<file path="src/crss_map.svh">
// timing counts and reset values for the chip reset and strap sequencer
// assumes a 50 MHz system clock and a 25 MHz reference derived by enable
`ifndef CRSS_MAP_SVH
`define CRSS_MAP_SVH

`define CRSS_SYS_CLK_HZ        50000000
`define CRSS_REF_CLK_HZ        25000000
`define CRSS_PLL_OUT_HZ        125000000
`define CRSS_REF_DIV           (`CRSS_SYS_CLK_HZ / `CRSS_REF_CLK_HZ)
`define CRSS_PLL_MULT          (`CRSS_PLL_OUT_HZ / `CRSS_REF_CLK_HZ)
`define CRSS_STRETCH_MS        200
`define CRSS_STRETCH_TICKS     (`CRSS_STRETCH_MS * (`CRSS_REF_CLK_HZ / 1000))
`define CRSS_MIN_RESET_CYCLES  256
`define CRSS_CNT_W             23
`define CRSS_SYNC_DEPTH        3
`define CRSS_NUM_PINS          3
`define CRSS_PIN_RESET         0
`define CRSS_PIN_POLARITY      1
`define CRSS_PIN_CLKSRC        2
`define CRSS_PIN_RESET_VAL     3'h7

`endif

</file>
<file path="src/crss_pkg.sv">
// types of the chip reset and strap sequencer
// the timing figures live in crss_map.svh
`include "crss_map.svh"

package crss_pkg;

  typedef enum logic [1:0] {
    CRSS_CHIP_RESET = 2'b00,
    CRSS_STRETCH    = 2'b01,
    CRSS_RUN        = 2'b10
  } crss_state_t;

  typedef struct packed {
    crss_state_t                    state;
    logic [`CRSS_NUM_PINS-1:0]      sync1;
    logic [`CRSS_NUM_PINS-1:0]      sync2;
    logic [`CRSS_NUM_PINS-1:0]      sync3;
    logic [`CRSS_NUM_PINS-1:0]      pin_val;
    logic                           pol_strap;
    logic                           clk_strap;
    logic [`CRSS_CNT_W-1:0]         stretch_cnt;
    logic [$clog2(`CRSS_REF_DIV)-1:0] ref_div;
    logic                           ref_tick;
    logic                           rst_out_lvl;
    logic                           core_rst_n;
  } crss_regs_t;

endpackage

</file>
<file path="src/crss_sequencer.sv">
// chip reset sequencer: reset pin filter, strap capture, stretched reset out
// assumes one 50 MHz clock; pins arrive unsynchronised, watchdog is on-clock
// Function
// - a chip reset input held low for 256 or more reference cycles is a full chip reset; here any low that passes the pin filter starts one, however short.
// - while in chip reset every output pin except the system reset output is released to high impedance.
// - a chip reset asserts the system reset output for at least 200 ms.
// - a watchdog expiry asserts the system reset output for at least 200 ms too.
// - the polarity strap sampled 0 makes the reset output active high, 1 active low.
// - the clock source strap sampled 0 selects the PLL as CPU clock, 1 is factory test.
// - after reset the clock source strap pin becomes the active-low request-to-send output.
// - after reset the polarity strap pin becomes the active-low static output enable.
// - the 25 MHz reference feeds the PLL that makes the 125 MHz system clock.
// - the ethernet transmit clocking runs straight from the 25 MHz reference.
// - a watchdog expiry also resets the device's own logic.
`timescale 1ns/100ps
`default_nettype none

`include "crss_map.svh"

module crss_sequencer #(
  parameter int unsigned STRETCH_TICKS = `CRSS_STRETCH_TICKS
) (
  input  wire logic        ref_clk_i,
  input  wire logic        rst_n_i,
  input  wire logic        chip_reset_in_n_i,
  input  wire logic        watchdog_expire_i,
  input  wire logic        reset_out_polarity_strap_i,
  input  wire logic        cpu_clock_source_strap_i,
  input  wire logic        static_oe_req_i,
  input  wire logic        serial_rts_req_i,
  output logic             system_reset_out_o,
  output logic             system_reset_out_oe_o,
  output logic             static_output_enable_n_o,
  output logic             static_output_enable_n_oe_o,
  output logic             serial_request_to_send_n_o,
  output logic             serial_request_to_send_n_oe_o,
  output logic             chip_outputs_en_o,
  output logic             core_reset_n_o,
  output logic             pll_ref_tick_o,
  output logic [7:0]       pll_mult_o,
  output logic             cpu_clk_from_pll_o,
  output logic             mac_tx_clk_tick_o
);

  // the count runs from the full tick figure down to zero, so the stretch is
  // never shorter than the minimum; it may overrun by up to one clock
  localparam logic [`CRSS_CNT_W-1:0] STRETCH_LOAD = `CRSS_CNT_W'(STRETCH_TICKS);
  localparam int unsigned DIV_W = $clog2(`CRSS_REF_DIV);
  localparam logic [DIV_W-1:0] DIV_LAST = DIV_W'(`CRSS_REF_DIV - 1);

  crss_pkg::crss_regs_t r_q;
  crss_pkg::crss_regs_t r_d;

  logic reset_held;
  logic reset_released;

  // pin level seen by the core once two late stages agree
  assign reset_held     = ~r_q.pin_val[`CRSS_PIN_RESET];
  assign reset_released = (r_q.state == crss_pkg::CRSS_CHIP_RESET) && !reset_held;

  always_comb begin
    r_d = r_q;

    // three-stage synchronisers; a change counts once stages two and three agree
    r_d.sync1[`CRSS_PIN_RESET]    = chip_reset_in_n_i;
    r_d.sync1[`CRSS_PIN_POLARITY] = reset_out_polarity_strap_i;
    r_d.sync1[`CRSS_PIN_CLKSRC]   = cpu_clock_source_strap_i;
    r_d.sync2 = r_q.sync1;
    r_d.sync3 = r_q.sync2;
    for (int i = 0; i < `CRSS_NUM_PINS; i++) begin
      if (r_q.sync2[i] == r_q.sync3[i]) begin
        r_d.pin_val[i] = r_q.sync3[i];
      end
    end

    // reference enable at half the system rate feeds the pll and the stretch counter
    r_d.ref_tick = 1'b0;
    if (r_q.ref_div == DIV_LAST) begin
      r_d.ref_div  = '0;
      r_d.ref_tick = 1'b1;
    end else begin
      r_d.ref_div = r_q.ref_div + DIV_W'(1);
    end

    unique case (r_q.state)
      crss_pkg::CRSS_CHIP_RESET: begin
        // a low shorter than the documented minimum is still honoured: the
        // board owns the hold time, and ignoring a glitch would be riskier
        r_d.core_rst_n  = 1'b0;
        r_d.stretch_cnt = STRETCH_LOAD;
        // straps follow the pins until the release edge freezes them
        r_d.pol_strap   = r_q.pin_val[`CRSS_PIN_POLARITY];
        r_d.clk_strap   = r_q.pin_val[`CRSS_PIN_CLKSRC];
        if (reset_released) begin
          r_d.state = crss_pkg::CRSS_STRETCH;
        end
      end
      crss_pkg::CRSS_STRETCH: begin
        r_d.core_rst_n = 1'b0;
        if (reset_held) begin
          r_d.state = crss_pkg::CRSS_CHIP_RESET;
        end else if (watchdog_expire_i) begin
          r_d.stretch_cnt = STRETCH_LOAD;
        end else if (r_q.stretch_cnt == '0) begin
          r_d.state      = crss_pkg::CRSS_RUN;
          r_d.core_rst_n = 1'b1;
        end else if (r_q.ref_tick) begin
          r_d.stretch_cnt = r_q.stretch_cnt - `CRSS_CNT_W'(1);
        end
      end
      crss_pkg::CRSS_RUN: begin
        r_d.core_rst_n = 1'b1;
        if (reset_held) begin
          r_d.state      = crss_pkg::CRSS_CHIP_RESET;
          r_d.core_rst_n = 1'b0;
        end else if (watchdog_expire_i) begin
          r_d.state       = crss_pkg::CRSS_STRETCH;
          r_d.stretch_cnt = STRETCH_LOAD;
          r_d.core_rst_n  = 1'b0;
        end
      end
      default: begin
        r_d.state = crss_pkg::CRSS_CHIP_RESET;
      end
    endcase

    // reset output level: asserted in every state but run; strap 0 means active high
    r_d.rst_out_lvl = (r_d.state != crss_pkg::CRSS_RUN) ^ r_d.pol_strap;
  end

  always_ff @(posedge ref_clk_i) begin
    if (!rst_n_i) begin
      r_q             <= '0;
      r_q.state       <= crss_pkg::CRSS_CHIP_RESET;
      r_q.sync1       <= `CRSS_PIN_RESET_VAL;
      r_q.sync2       <= `CRSS_PIN_RESET_VAL;
      r_q.sync3       <= `CRSS_PIN_RESET_VAL;
      r_q.pin_val     <= `CRSS_PIN_RESET_VAL;
      r_q.pol_strap   <= 1'b1;
      r_q.stretch_cnt <= STRETCH_LOAD;
      r_q.rst_out_lvl <= 1'b0;
    end else begin
      r_q <= r_d;
    end
  end

  // state decode for the pad enables
  logic in_chip_reset;
  assign in_chip_reset = (r_q.state == crss_pkg::CRSS_CHIP_RESET);

  // reset out level is a flop, so it cannot glitch while the straps settle
  assign system_reset_out_o            = r_q.rst_out_lvl;

  // the reset output must keep driving while the chip is reset, so it alone
  // stays enabled; every other pad is released
  assign system_reset_out_oe_o         = 1'b1;

  // pads released in chip reset, driven again once the stretch begins
  assign chip_outputs_en_o             = !in_chip_reset;
  assign static_output_enable_n_oe_o   = !in_chip_reset;
  assign serial_request_to_send_n_oe_o = !in_chip_reset;

  // shared strap pins take their normal active-low roles after reset
  assign static_output_enable_n_o      = !static_oe_req_i;
  assign serial_request_to_send_n_o    = !serial_rts_req_i;

  // internal reset, pulled by the pin and by the watchdog alike
  assign core_reset_n_o                = r_q.core_rst_n;

  // reference enable: the pll multiplies it, the mac transmit path uses it raw
  assign pll_ref_tick_o                = r_q.ref_tick;
  assign pll_mult_o                    = 8'(`CRSS_PLL_MULT);
  assign mac_tx_clk_tick_o             = r_q.ref_tick;

  // strap 1 is a factory bypass: the pll is then not the cpu clock
  assign cpu_clk_from_pll_o            = !r_q.clk_strap;

endmodule

`default_nettype wire

</file>
<file path="config.mk">
export PLATFORM = sky130hd
export DESIGN_NAME = crss_sequencer
export DESIGN_NICKNAME = d
export VERILOG_FILES = /design/src/crss_pkg.sv /design/src/crss_sequencer.sv
export VERILOG_INCLUDE_DIRS = /design/src
export SDC_FILE = /design/constraint.sdc
export NUM_CORES = 1
export LEC_CHECK = 0
export BUFFER_PORTS_ARGS = -buffer_cell sky130_fd_sc_hd__buf_4
export CAP_MARGIN = 20
export CORE_MARGIN = 4
export CORE_UTILIZATION = 50
export CTS_CLUSTER_DIAMETER = 120
export DETAILED_ROUTE_END_ITERATION = 7
export PLACE_DENSITY_LB_ADDON = 0.12
export SLEW_MARGIN = 30
export SYNTH_ARGS = -nofsm -noshare
export SYNTH_HDL_FRONTEND = slang
export SYNTH_SLANG_ARGS = --single-unit
export TNS_END_PERCENT = 50
</file>
<file path="constraint.sdc">
create_clock -name ref_clk_i -period 3.1 [get_ports ref_clk_i]
set_clock_uncertainty 0.1 [all_clocks]
set_input_delay 0.31 -clock ref_clk_i [delete_from_list [all_inputs] [get_ports ref_clk_i]]
set_output_delay 0.31 -clock ref_clk_i [all_outputs]
set_load 0.01 [all_outputs]
</file>
Word-level counts from Yosys, hierarchy flattened

Cells that the tools add are included.

Add/sub/neg operators: 2
Equality and inequality tests: 11
Mux-type cells: 22
Bitwise logic cells: 2
Reductions and logical operators: 10

Operators with widths:

| operator                | count |
|---|---|
| $mux W23                | 6 |
| $pmux W23 S3            | 1 |
| $logic_not A23 Y1       | 1 |
| $sub A23 B1 Y23 const B | 1 |
| $mux W2                 | 7 |
| $ne A2 B2 Y1 const B    | 4 |
| $mux W1                 | 6 |
| $ne A3 B3 Y1 const B    | 2 |
| $pmux W2 S3             | 1 |
| $reduce_and A6 Y1       | 1 |
| $logic_not A1 Y1        | 4 |
| $eq A1 B1 Y1            | 3 |
| $pmux W1 S3             | 1 |
| $reduce_bool A3 Y1      | 1 |
| $eq A2 B1 Y1 const B    | 1 |
| $eq A2 B2 Y1 const B    | 1 |
| $logic_not A2 Y1        | 1 |
| $reduce_or A2 Y1        | 1 |
| $add A1 B1 Y1 const B   | 1 |
| $logic_and A1 B1 Y1     | 1 |
| $not A1 Y1              | 1 |
| $xor A1 B1 Y1           | 1 |

Bits in registers: 43
Input port bits: 8
Output and inout port bits: 19

Depth between registers and ports, before layout

Depth in word-level cells: 7
Gate-level depth with buffers: 8
Depth with buffers taken out: 7

Least setup slack after synthesis

OpenSTA, ideal clock, no wires.

Kind: register -> register
From: reg r_q[41] in the netlist's numbering
To: reg r_q[7] in the netlist's numbering
Data arrival time: 2.010 ns
Required time: 2.930 ns
Path slack: 0.919 ns
Cell stages (with the launch flop): 8
Buffers on the path: 0
Period minus slack after synthesis: 2.181 ns
Cell sequence: dfxtp_1 -> inv_1 -> ha_1 -> nor2b_1 -> o22ai_1 -> nand2_1 -> or4_2 -> a21oi_1

Word-level cells in the longest chain between the ends: 3

Ends and longest elaborated chain:

| what                                                  | line                  | text |
|---|---|---|
| from (decl)                                           | crss_sequencer.sv:51  | `crss_pkg::crss_regs_t r_q;` |
| from (signal assigned)                                | crss_sequencer.sv:143 | `r_q <= r_d;` |
| $eq A2 B1 Y1 (tied with other cells)                  | crss_sequencer.sv:85  | `unique case (r_q.state)` |
| $ne A3 B3 Y1 (no source line) (tied with other cells) | n/a                   |  |
| $reduce_and A6 Y1 (no source line)                    | n/a                   |  |

Several ways; a longest one is shown, not always the timed one.
A chain may end at the register's enable or synchronous reset.

Worst setup path in the final report

From: reg r_q[41] in the netlist's numbering
To: reg r_q[17] in the netlist's numbering

Same word-level chain as after synthesis.

==> impl_metrics.yaml <==
die:
  die_y_um: 73.4
  core_area_um2: 4060
  die_w_um: 73.4
  io_pins: 27
  num_rows: 23
  die_area_um2: 5390
  initial_core_util_pct: 52.7
placement:
  port_buffers: 17
  place_ws_ps: 648
  place_hpwl_um: 2960
  dp.cells: 305
  place_congestion: 0.812
critical_path:
  start_kind: "register"
  cp.required_ps: 3230
  critPathMaxFanout: 11
  worstPathArrival_ps: 2640
  crit_type: "register to register"
  r2r_end: "r_q[17]"
  r2r-start: "r_q[41]"
  reg2reg_depth: 8
  reg2reg_slack_ps: 590
  crit_path_end_kind: "register"
  critPathLaunch: "r_q[41]"
  crit_end: "r_q[17]"
cells_and_area:
  final_cell_mix: "43 x dfxtp_1, 22 x buf_4, 17 x nand2b_1"
  fillers: 385
  final_common_cell: "dfxtp_1"
  drive_gt1_share_pct: 15.2
  num_antenna_cells: 0
  fin_cells: 313
  final_nets: 276
  syn_to_final_growth_pct: 10.9
synth:
  syn_area_um2: 2140
  avgSynthCellArea_um2: 8.59
  synthFlopType: "dfxtp_1"
  ys_async_sr_fraction_pct: 0
  seq_area_frac_synth_pct: 40.2
  syn_inst: 249
  synth.distinct_cells: 41
  ys_warn_count: 0
  synth-edff-count: 0
  ys_ff_latch: 43
min_path:
  hold_class: "primary input to register"
  min_from: "chip_reset_in_n_i"
route:
  routedWlPerCell_um: 13.2
  antenna_left: 0
  drc_errors: 0
  first_pass_iters: 4
  wl_um: 4150
  drt-initial-drc-count: 62
  vias_per_cell: 5.59
  vias: 1749
clocking:
  cts_max_path_buffers: 2
  cts_buffers: 5
  cts_num_sinks: 43
  cts_hold_buf: 0
  post_cts_buffers: 0
  cts_tree: "yes"
  clkTransAtPathRegs_ps: 80
  root_buffer: "clkbuf_8"
  cts-htree-levels: 2
  cts_resized: 0
  worstSkewPairLatency_ps: 290
global_routing:
  grt_overflow_total: 0
  grt_max_degree: 20
  grtUsageTotal_pct: 17.0
  antenna_found_initial: 0
  grt_pass1_wl_um: 7140
  grt_pass1_vias: 1581
sta:
  fin_setup_tns_ps: 0
  max_slew_margin_pct: 53.9
  final-setup-viol-count: 0
  setup_ws_ps: 592
  slew_violations: 0
  final-hold-violation-count: 0
  final.min_clock_period_ps: 2510
  max_freq_mhz: 399
  finalCritPeriodShare_pct: 80.9
  tightest_slew_ps: 691
  rsz0062_at_grt: "false"
run:
  drv_cap: 0
power_and_ir_drop:
  ir_drop_uv: 366
  powerDensity_nw_per_um2: 466
  p_leak_nw: 0.862
run_status:
  status: "finished clean"
-- per-layer routing --
metal | part of all wire, % | GRT usage, %
met1 | 48 | 22.8
met2 | 46 | 26.1
met3 | 4.8 | 3.83
met4 | 1.7 | 7.24
met5 | 0 | 0
-- final cells by class --
type	count	area [µm²]	share of cell area (%)
tap	50	62.6	2.64
clock inverter	3	47.5	2.00
timing repair buffer	22	165	6.96
clock buffer	5	68.8	2.90
inverter	11	41.3	1.74
multi-input combinational	179	1130	47.5
sequential	43	861	36.3
-- metrics by stage --
stage	instance area (µm²)	utilization (%)	hold WS, ps	total power [mW]
after CTS	2370	58.5	82.1	1.12
final	2370	58.5	91.7	1.11
after global placement	2250	55.5	287	0.672
after detailed placement	2260	55.6	296	0.673
after floorplan	2170	-	283	0.651
after global routing	2370	58.5	87.2	1.15
-- worst max-delay path: stages (launching register included) --
cell	delay, ps
dfxtp_1	490
inv_1	110
ha_1	280
nor2b_1	150
o22ai_1	200
nand2_1	220
buf_4	230
or4_1	510
a21oi_1	140
-- worst min-delay path by stage --
stage | end | slack, ps | depth (start not counted)
global route | r_d[37] | 90 | 2
CTS | r_d[35] | 80 | 2
detailed placement | r_d[33] | 300 | 1
global placement | r_d[32] | 290 | 1
floorplan | r_d[32] | 280 | 1
finish | r_d[35] | 90 | 2
-- flip-flops by register name, indices dropped and copies added (netlist names) --
register	flops
system_reset_out_o	1
r_d	6
core_reset_n_o	1
r_q	34
mac_tx_clk_tick_o	1
-- cell usage after synthesis, types with 4 or more instances --
cell,n,area [µm²]
a21oi_1,16,80.1
buf_2,4,20.0
buf_4,13,97.6
clkbuf_1,6,22.5
dfxtp_1,43,861
ha_1,6,75.1
inv_1,11,41.3
mux2i_1,5,50.1
nand2_1,11,41.3
nand2b_1,17,106
nand3_1,9,45.0
nor2_1,13,48.8
nor3_1,5,25.0
nor4_1,7,43.8
o21ai_0,14,70.1
o31ai_1,9,67.6
or3_1,11,68.8
or4_1,10,75.1
-- report_power, final --
part / switching, mW / total [mW] / leakage (nW) / internal, mW
Sequential: 0.00814 / 0.570 / 0.350 / 0.562
Combinational: 0.0515 / 0.0898 / 0.453 / 0.0383
Clock: 0.201 / 0.445 / 0.0587 / 0.244
Total: 0.261 / 1.11 / 0.862 / 0.844
-- kinds of logic (layout without fill, tap and decap cells) --
| kind of cell | count (synthesis) | in the layout | share of synthesized area, % |
|---|---|---|---|
| and+or+nand+nor | 100 | 100 | 27.8 |
| AOI/OAI and AO/OA | 59 | 59 | 17.3 |
| DFF | 43 | 43 | 40.2 |
| buffers and inverters | 34 | 41 | 8.48 |
| adders and majority gates | 6 | 6 | 3.51 |
| muxes | 5 | 5 | 2.34 |
| other | 2 | 9 | 0.351 |
(Power assumes the default switching activity.)
